[config.mk]
export PLATFORM = sky130hd
export DESIGN_NAME = addr_space_decoder
export DESIGN_NICKNAME = d
export VERILOG_FILES = /design/src/design/addr_decode_pkg.sv /design/src/design/bit_sync.sv /design/src/design/addr_space_decoder.sv
export VERILOG_INCLUDE_DIRS = /design/src /design/src/design
export SDC_FILE = /design/constraint.sdc
export NUM_CORES = 1
export LEC_CHECK = 0
export BUFFER_PORTS_ARGS = -buffer_cell sky130_fd_sc_hd__buf_2
export CAP_MARGIN = 10
export CORE_ASPECT_RATIO = 1.5
export CORE_UTILIZATION = 43
export CTS_CLUSTER_SIZE = 14
export DETAILED_ROUTE_END_ITERATION = 12
export GPL_TIMING_DRIVEN = 0
export PLACE_DENSITY = 0.74
export SYNTH_ARGS = -nofsm -noshare
export SYNTH_HDL_FRONTEND = slang
export SYNTH_HIERARCHICAL = 1
export SYNTH_SLANG_ARGS = --single-unit
[constraint.sdc]
create_clock -name mclk_i -period 1.6 [get_ports mclk_i]
set_input_delay 0.16 -clock mclk_i [delete_from_list [all_inputs] [get_ports mclk_i]]
set_output_delay 0.16 -clock mclk_i [all_outputs]
set_load 0.02 [all_outputs]
[src/design/addr_decode_params.svh]
// Address map, widths and reset constants of the address space decoder
`ifndef ADDR_DECODE_PARAMS_SVH
`define ADDR_DECODE_PARAMS_SVH

// Widths
`define ADDR_W 24
`define EXT_ADDR_W 20
`define OFS_W 16
`define TGT_W 4
`define NUM_TGT 9
`define SYNC_W 1

// Reset fetch address and strap settling
`define RESET_VECTOR 24'hff2080
`define SYNC_FILL 2'h2

// Upper bank marker byte
`define HI_BANK_BYTE 8'hff

// Code fetches forced external in this range
`define FORCE_EXT_LO 24'h000000
`define FORCE_EXT_HI 24'h0003ff

// Register file and CPU special registers
`define CPU_SFR_LO 24'h000000
`define CPU_SFR_HI 24'h000017
`define LOWER_RF_LO 24'h000018
`define LOWER_RF_HI 24'h0000ff
`define UPPER_RF_LO 24'h000100
`define UPPER_RF_HI 24'h0003ff

// Internal RAM and its upper-bank mirror
`define IRAM_LO 24'h000400
`define IRAM_HI 24'h0005ff
`define IRAM_MIR_LO 24'hff0400
`define IRAM_MIR_HI 24'hff05ff

// Special function registers
`define SFR_INT_LO 24'h001f00
`define SFR_INT_HI 24'h001fdf
`define SFR_MM_LO 24'h001fe0
`define SFR_MM_HI 24'h001fff

// Program memory windows, reserved part first
`define OTP_LOW_LO 24'h002000
`define OTP_LOW_RES_HI 24'h00207f
`define OTP_LOW_HI 24'h009fff
`define OTP_HIGH_LO 24'hff2000
`define OTP_HIGH_RES_HI 24'hff207f
`define OTP_HIGH_HI 24'hff9fff
`define OTP_BASE16 16'h2000

// Target-local offset widths
`define RF_OFS_W 10
`define IRAM_OFS_W 9
`define SFR_OFS_W 8
`define OTP_OFS_W 15

// Emulator reserved window
`define ICE_LO 24'hff0000
`define ICE_HI 24'hff00ff

// External ranges named for reference
`define EXT_LOW_LO 24'h00a000
`define EXT_LOW_HI 24'h0fffff
`define EXT_FUTURE_LO 24'h100000
`define EXT_FUTURE_HI 24'hfeffff

`endif

[src/design/addr_decode_pkg.sv]
// Types shared by the address space decoder files
package addr_decode_pkg;
  `include "addr_decode_params.svh"

  typedef logic [`ADDR_W-1:0] addr_t;
  typedef logic [`EXT_ADDR_W-1:0] ext_addr_t;
  typedef logic [`OFS_W-1:0] offset_t;

  // Decode targets
  typedef enum logic [`TGT_W-1:0] {
    TGT_CPU_SFR  = 4'b0000,
    TGT_LOWER_RF = 4'b0001,
    TGT_UPPER_RF = 4'b0010,
    TGT_IRAM     = 4'b0011,
    TGT_SFR_INT  = 4'b0100,
    TGT_SFR_MM   = 4'b0101,
    TGT_OTP      = 4'b0110,
    TGT_EXT      = 4'b0111,
    TGT_ICE      = 4'b1000
  } target_t;

  // Reset sequencing states
  typedef enum logic [1:0] {
    ST_SETTLE = 2'b00,
    ST_STRAP  = 2'b01,
    ST_BOOT   = 2'b10,
    ST_RUN    = 2'b11
  } boot_state_t;

  // Access from the core
  typedef struct packed {
    logic fetch;
    logic write;
    addr_t addr;
  } core_req_t;

  // Decoded access
  typedef struct packed {
    target_t target;
    logic reserved;
    logic fetch;
    logic write;
    offset_t offset;
    ext_addr_t ext_addr;
  } decode_t;
endpackage

[src/design/bit_sync.sv]
// Two flip-flop synchroniser for asynchronous pin levels
`timescale 1ns/1ns
module bit_sync #(
  parameter int W = 1
) (
  // Clock and reset
  input wire logic mclk_i,
  input wire logic rst_n_i,
  // Asynchronous level in, synchronised level out
  input wire logic [W-1:0] async_i,
  output logic [W-1:0] sync_o
);
  logic [W-1:0] meta_r;
  logic [W-1:0] sync_r;

  // First stage is read only by the second stage
  always_ff @(posedge mclk_i) begin
    if (!rst_n_i) begin
      meta_r <= '0;
      sync_r <= '0;
    end else begin
      meta_r <= async_i;
      sync_r <= meta_r;
    end
  end

  assign sync_o = sync_r;
endmodule

[src/design/addr_space_decoder.sv]
// Address space decoder steering core accesses to internal targets or the external bus
//
// Contract
// - Upper bank FF2080H..FF9FFFH is program memory or external per pin; boot fetches FF2080H.
// - FF0400H..FF05FFH reach the same internal RAM cells as 000400H..0005FFH.
// - Low program area is internal only with program_memory_bit_a bit set and pin high.
// - Instruction fetches from 00000H..003FFH always go to the external bus.
// - Internal address is 24 bits; only low 20 bits drive the bus.
// - 001FE0H..001FFFH select the memory-mapped special function registers.
// - 001F00H..001FDFH select the internal special function registers.
// - 000000H..000017H select CPU registers; 000018H..0000FFH the lower register file.
// - 000100H..0003FFH select the upper register file.
// - 00A000H up to the one-megabyte top goes to external memory.
// - 100000H..FEFFFFH decode as external memory reserved for future parts.
`timescale 1ns/1ns
`include "addr_decode_params.svh"
module addr_space_decoder (
  // Clock and reset
  input wire logic mclk_i,
  input wire logic rst_n_i,
  // Core request
  input wire logic req_valid_i,
  input wire addr_decode_pkg::core_req_t req_i,
  output logic req_ready_o,
  // Straps and configuration
  input wire logic external_access_select_i,
  input wire logic config_byte_two_bit_two_i,
  // Decoded access
  output logic dec_valid_o,
  output addr_decode_pkg::decode_t dec_o,
  output logic [`NUM_TGT-1:0] sel_o,
  output logic boot_o,
  // External bus start
  output logic ext_start_o,
  output logic [`EXT_ADDR_W-1:0] ext_addr_o,
  // Latched program memory enables
  output logic otp_low_en_o,
  output logic otp_high_en_o
);
  import addr_decode_pkg::*;

  // Range test used across the map
  function automatic logic in_rng(input addr_t a, input addr_t lo, input addr_t hi);
    return (a >= lo) && (a <= hi);
  endfunction

  // Reserved head of either program memory window
  function automatic logic is_reserved(input addr_t a);
    return in_rng(a, `OTP_LOW_LO, `OTP_LOW_RES_HI) || in_rng(a, `OTP_HIGH_LO, `OTP_HIGH_RES_HI);
  endfunction

  // Target decode with fetch forcing and program memory enables
  function automatic target_t decode_target(input addr_t a, input logic fetch,
                                            input logic otp_low, input logic otp_high);
    target_t t;
    t = TGT_EXT;
    if (fetch && in_rng(a, `FORCE_EXT_LO, `FORCE_EXT_HI)) begin
      t = TGT_EXT;
    end else if (in_rng(a, `CPU_SFR_LO, `CPU_SFR_HI)) begin
      t = TGT_CPU_SFR;
    end else if (in_rng(a, `LOWER_RF_LO, `LOWER_RF_HI)) begin
      t = TGT_LOWER_RF;
    end else if (in_rng(a, `UPPER_RF_LO, `UPPER_RF_HI)) begin
      t = TGT_UPPER_RF;
    end else if (in_rng(a, `IRAM_LO, `IRAM_HI) || in_rng(a, `IRAM_MIR_LO, `IRAM_MIR_HI)) begin
      t = TGT_IRAM;
    end else if (in_rng(a, `SFR_INT_LO, `SFR_INT_HI)) begin
      t = TGT_SFR_INT;
    end else if (in_rng(a, `SFR_MM_LO, `SFR_MM_HI)) begin
      t = TGT_SFR_MM;
    end else if (in_rng(a, `OTP_LOW_LO, `OTP_LOW_HI)) begin
      t = otp_low ? TGT_OTP : TGT_EXT;
    end else if (in_rng(a, `OTP_HIGH_LO, `OTP_HIGH_HI)) begin
      t = otp_high ? TGT_OTP : TGT_EXT;
    end else if (in_rng(a, `ICE_LO, `ICE_HI)) begin
      t = TGT_ICE;
    end else if (in_rng(a, `EXT_LOW_LO, `EXT_LOW_HI)) begin
      t = TGT_EXT;
    end else if (in_rng(a, `EXT_FUTURE_LO, `EXT_FUTURE_HI)) begin
      t = TGT_EXT;
    end else begin
      t = TGT_EXT;
    end
    return t;
  endfunction

  // Target-local offset of an access
  function automatic offset_t local_offset(input addr_t a, input target_t t);
    offset_t o;
    logic [`OFS_W-1:0] otp_rel;
    o = '0;
    otp_rel = a[`OFS_W-1:0] - `OTP_BASE16;
    case (t)
      TGT_CPU_SFR, TGT_LOWER_RF, TGT_UPPER_RF: begin
        o = offset_t'(a[`RF_OFS_W-1:0]);
      end
      TGT_IRAM: begin
        o = offset_t'(a[`IRAM_OFS_W-1:0]);
      end
      TGT_SFR_INT, TGT_SFR_MM, TGT_ICE: begin
        o = offset_t'(a[`SFR_OFS_W-1:0]);
      end
      TGT_OTP: begin
        o = offset_t'(otp_rel[`OTP_OFS_W-1:0]);
      end
      default: begin
        o = '0;
      end
    endcase
    return o;
  endfunction

  // State and registered outputs
  boot_state_t state_r;
  boot_state_t state_nxt;
  logic [1:0] settle_cnt_r;
  logic [1:0] settle_cnt_nxt;
  logic ea_high_r;
  logic program_memory_bit_a_r;
  decode_t dec_r;
  decode_t dec_nxt;
  logic dec_valid_r;
  logic dec_valid_nxt;
  logic boot_r;
  logic boot_nxt;
  logic ext_start_r;
  logic ext_start_nxt;
  logic [`SYNC_W-1:0] ea_sync;

  // Pin level through two flip-flops before use
  bit_sync #(
    .W(`SYNC_W)
  ) u_ea_sync (
    .mclk_i(mclk_i),
    .rst_n_i(rst_n_i),
    .async_i(external_access_select_i),
    .sync_o(ea_sync)
  );

  // Selected access: boot fetch or core request
  wire logic take_req = req_valid_i && (state_r == ST_RUN);
  wire logic boot_cycle = (state_r == ST_BOOT);
  wire addr_t acc_addr = boot_cycle ? `RESET_VECTOR : req_i.addr;
  wire logic acc_fetch = boot_cycle ? 1'b1 : req_i.fetch;
  wire logic acc_write = boot_cycle ? 1'b0 : req_i.write;
  wire logic acc_valid = take_req || boot_cycle;

  // Program memory enables from latched straps
  wire logic otp_high_en = ea_high_r;
  wire logic otp_low_en = ea_high_r && program_memory_bit_a_r;

  // Decode of the selected access
  wire target_t acc_target = decode_target(acc_addr, acc_fetch, otp_low_en, otp_high_en);
  wire offset_t acc_offset = local_offset(acc_addr, acc_target);
  wire logic acc_reserved = is_reserved(acc_addr);

  // Reset sequencing: settle sync, latch straps, issue boot fetch
  always_comb begin
    state_nxt = state_r;
    settle_cnt_nxt = settle_cnt_r;
    case (state_r)
      ST_SETTLE: begin
        if (settle_cnt_r == `SYNC_FILL) begin
          state_nxt = ST_STRAP;
        end else begin
          settle_cnt_nxt = settle_cnt_r + 2'h1;
        end
      end
      ST_STRAP: begin
        state_nxt = ST_BOOT;
      end
      ST_BOOT: begin
        state_nxt = ST_RUN;
      end
      ST_RUN: begin
        state_nxt = ST_RUN;
      end
      default: begin
        state_nxt = ST_SETTLE;
      end
    endcase
  end

  // Next decoded access
  always_comb begin
    dec_nxt = dec_r;
    dec_valid_nxt = acc_valid;
    boot_nxt = boot_cycle;
    ext_start_nxt = acc_valid && (acc_target == TGT_EXT);
    if (acc_valid) begin
      dec_nxt.target = acc_target;
      dec_nxt.reserved = acc_reserved;
      dec_nxt.fetch = acc_fetch;
      dec_nxt.write = acc_write;
      dec_nxt.offset = acc_offset;
      dec_nxt.ext_addr = acc_addr[`EXT_ADDR_W-1:0];
    end
  end

  // Sequencer and strap latches
  always_ff @(posedge mclk_i) begin
    if (!rst_n_i) begin
      state_r <= ST_SETTLE;
      settle_cnt_r <= 2'h0;
      ea_high_r <= 1'b0;
      program_memory_bit_a_r <= 1'b0;
    end else begin
      state_r <= state_nxt;
      settle_cnt_r <= settle_cnt_nxt;
      if (state_r == ST_STRAP) begin
        ea_high_r <= ea_sync[0];
        program_memory_bit_a_r <= config_byte_two_bit_two_i;
      end
    end
  end

  // Decode output registers
  always_ff @(posedge mclk_i) begin
    if (!rst_n_i) begin
      dec_r <= '0;
      dec_valid_r <= 1'b0;
      boot_r <= 1'b0;
      ext_start_r <= 1'b0;
    end else begin
      dec_r <= dec_nxt;
      dec_valid_r <= dec_valid_nxt;
      boot_r <= boot_nxt;
      ext_start_r <= ext_start_nxt;
    end
  end

  // One-hot target selects
  genvar gi;
  generate
    for (gi = 0; gi < `NUM_TGT; gi++) begin : g_sel
      assign sel_o[gi] = dec_valid_r && (dec_r.target == target_t'(gi));
    end
  endgenerate

  // Output drive
  assign req_ready_o = (state_r == ST_RUN);
  assign dec_valid_o = dec_valid_r;
  assign dec_o = dec_r;
  assign boot_o = boot_r;
  assign ext_start_o = ext_start_r;
  assign ext_addr_o = dec_r.ext_addr;
  assign otp_low_en_o = otp_low_en;
  assign otp_high_en_o = otp_high_en;
endmodule

==> summary.md <==
| Metric | Value |
|---|---|
| Total CTS buffers | `5` |
| Clock sinks | `53` |
| Power Density | `987 mW/mm²` |
| Post-Syn Instances | `309` |
| Vias in the first global route | `2,317` |
| Area contributors post-synth | `dfxtp_1, buf_4, nand2_1` |
| Outcome | `finished with violations` |
| Register Area | `0.00107 mm²` |
| EDFF count, synth | `0` |
| Worst-path clk slew | `0.09 ns` |
| Crit-path slowest cell | `dfxtp_4` |
| Port buffer count | `107` |
| Initial Utilization | `44.5%` |
| Final GP Congestion | `0.903` |
| Ports | `109` |
| CTS tree | `done` |
| Placed cell area | `0.00322 mm²` |
| Die H | `96.8 µm` |
| Yosys cell types | `48` |
| Nets@finish | `465` |
| Post-layout util | `61.1%` |
| Hold Path Origin | `external_access_select_i` |
| Slowest stage delay, CP | `0.38 ns` |
| Fillers | `555` |
| Fmax | `0.549 GHz` |
| Row cnt | `34` |
| Design area | `0.00354 mm²` |
| Root Buffer | `clkbuf_8` |
| DR iter-0 viols | `100` |
| CP Class | `flop to flop` |
| Final setup violation count | `14` |
| Global route total overflow | `0` |
| Adder-cell share of the synthesized area | `0.972%` |
| Setup crit start kind | `flop` |
| Hold path endpoint | `u_ea_sync/meta_r` |
| Unrepaired setup endpoints after global routing | `true` |
| Clk_lat worst skew | `0.31 ns` |
| P&R area growth vs syn | `37.3%` |
| Most frequent cells in the layout | `buf_2, dfxtp_1, nand2_1` |
| Worst-path cell chain | `nor2b_4, buf_6, nor2_4, a211oi_2, o211ai_2, a211oi_4, buf_6, a21oi_1` |
| Wire length per cell | `13.8 µm` |
| Slew Limit Fails | `0` |
| Failing checks | `setup timing` |
| Reg-to-reg startpoint | `state_r[1]` |
| Worst reg2reg setup slack | `-0.22 ns` |
| Top cell type by total area after synthesis | `dfxtp_1` |
| Top-area cell type share of the netlist area | `41.2%` |
| Crit path max fanout | `6` |
| 1st-pass router iterations | `4` |
| Antenna violation net count after detailed routing | `0` |
| Syn Nets | `342` |
| Most common cell on crit path | `buf_6` |
| Yosys warning count | `6` |
| Commonest non-fill, non-tap cell in the layout | `buf_2` |
| Reg2Reg Depth | `8` |
| Maximum clock insertion buffer count | `2` |
| Peak supply drop | `0.806 mV` |
| DP Wirelength | `5400 µm` |
| Tot GR Track Use | `22.2%` |
| Die Wd | `65.2 µm` |
| Syn_area_per_cell | `8.33 µm²` |
| DR DRC count | `0` |
| Layout cell share with drive strength beyond 1 | `42.3%` |
| Post-synthesis xor/xnor area fraction | `0.680%` |
| Tmin final | `1.82 ns` |
| Final setup margin | `-0.220 ns` |
| Area of the die | `0.00631 mm²` |
| Routed WL | `6960 µm` |
| Worst setup EP type | `flop` |
| Post-Synth Simple-Gate Area | `30.4%` |
| N_diodes | `0` |
| CP Data Required Time | `1.79 ns` |
| Cts hold-fix bufs | `0` |
| Ys flop type | `dfxtp_1` |
| Period utilisation layout | `114%` |
| Yosys reg bits | `53` |
| Vias/cell | `5.12` |
| Post-synth ARST share | `0%` |
| First-pass GRT wire length | `10,800 µm` |
| Finished Layout Cells | `505` |
| Leakage | `1.68 nW` |
| Placed Cells incl. Taps | `488` |
| Register area share after synthesis | `41.2%` |
| Largest net degree at the start of global routing | `16` |
| Final Hold Viols | `0` |
| Initial antenna violation count | `0` |
| Clock Skews | `0.00576 ns` |
| Area occupied by multi-input gates | `0.00137 mm²` |
| Main combinational cell family by area after synthesis | `simple AND/OR/NAND/NOR gates` |
| Core ar. | `0.00579 mm²` |
| WHS Path Cells | `2` |
| R2R Path End | `dec_o[27]` |
| Via count | `2,584` |
| Class of the worst hold path | `primary input to flop` |
| Mux cell area share after synthesis | `0.777%` |
| Max H-tree Level | `2` |
| Syn Std Cell Area | `0.00257 mm²` |
| Complex-gate fraction of the synthesized area | `16.5%` |
| Arr. time, crit path | `2.01 ns` |
| Max-cap viol count | `0` |
## report_power, final
| group | switching, mW | internal, mW | total, mW |
|---|---|---|---|
| clock network | 0.436 | 0.511 | 0.947 |
| logic | 0.557 | 0.441 | 0.998 |
| registers | 0.104 | 1.44 | 1.55 |
## sequential cells by signal (all words and copies together) (netlist names)
signal and count:
boot_o 1, dec_o 22, dec_valid_o 1, ext_addr_o 20, ext_start_o 1, otp_high_en_o 1, program_memory_bit_a_r 1, settle_cnt_r 2
state_r 2, u_ea_sync/meta_r 1, u_ea_sync/sync_o 1
## cells in the mapped netlist, drive strengths merged (2+ instances only)
cell / number
xnor2: 2
inv: 4
clkbuf: 9
o21ai: 12
a21boi: 16
a22o: 3
a31oi: 2
nor2b: 5
o211ai: 2
ha: 2
o21a: 2
and2: 13
buf: 27
nand2b: 5
nor4: 4
nor2: 23
o211a: 3
nor3: 11
nand4: 3
dfxtp: 53
o2111ai: 2
nand2: 46
a211oi: 2
mux2i: 2
a21oi: 5
nor3b: 7
or3: 2
nand3b: 2
nand3: 23
and3: 7
## per-stage QoR
stage          power (mW)  hold slack, ns  setup TNS (ns)  setup WS (ns)
3_5_place_dp         2.48           0.382           -6.92         -0.517
5_1_grt              3.65          0.0654           -3.67         -0.311
6_report             3.49          0.0575           -2.21         -0.220
3_3_place_gp         2.46           0.365           -6.27         -0.463
2_1_floorplan        2.19           0.271           -1.27         -0.136
4_1_cts              3.47          0.0559           -2.87         -0.236
## metal layers
metal / routed length (µm) / GRT usage, % / vias to the layer above
met5: 0 / 0 / -
met4: 275 / 12.0 / 0
met3: 244 / 3.18 / 21
met2: 3700 / 40.0 / 70
met1: 2740 / 23.8 / 1200
li1: - / - / 1293
## critical path: cells and delay by family (launching register included)
kind                   cells  cell delay (ns)
buffers and inverters      2             0.30
flip-flops                 1             0.38
AND/OR/NAND/NOR            2             0.26
AO/OA/AOI/OAI              4             0.76
## how the worst max path moves through the flow
stage	startpoint	to	slack, ns	cells past startpoint
2_1_floorplan	state_r[1]	dec_o[20]	-0.14	7
3_3_place_gp	req_i[21]	dec_o[27]	-0.46	7
3_5_place_dp	req_i[21]	dec_o[21]	-0.52	7
4_1_cts	state_r[1]	dec_o[21]	-0.24	8
5_1_grt	state_r[1]	dec_o[27]	-0.31	8
6_report	state_r[1]	dec_o[27]	-0.22	8
## cell type report
type                            instances  area share, %
Buffer                                 34           6.83
Clock buffer                            7           2.44
Clock inverter                          1          0.849
Inverter                                4          0.425
Multi-Input combinational cell        216           38.8
Sequential cell                        53           30.3
Tap cell                               72           2.55
Timing Repair Buffer                  118           17.8
## repair_timing
item | CTS | global route
setup endpoints to repair | 23 | 40
buffers inserted | 7 | 4
gates resized for setup | 16 | 26
pin swaps | 4 | 13
## kinds of logic after synthesis
logic type / after synthesis
AND/OR/NAND/NOR: 154
AO/OA/AOI/OAI: 55
flip-flops: 53
buffers and inverters: 40
adder cells (fa/ha/maj): 2
XOR/XNOR: 2
multiplexers: 2
other: 1
Note: power is estimated with default switching activity, not from simulation.
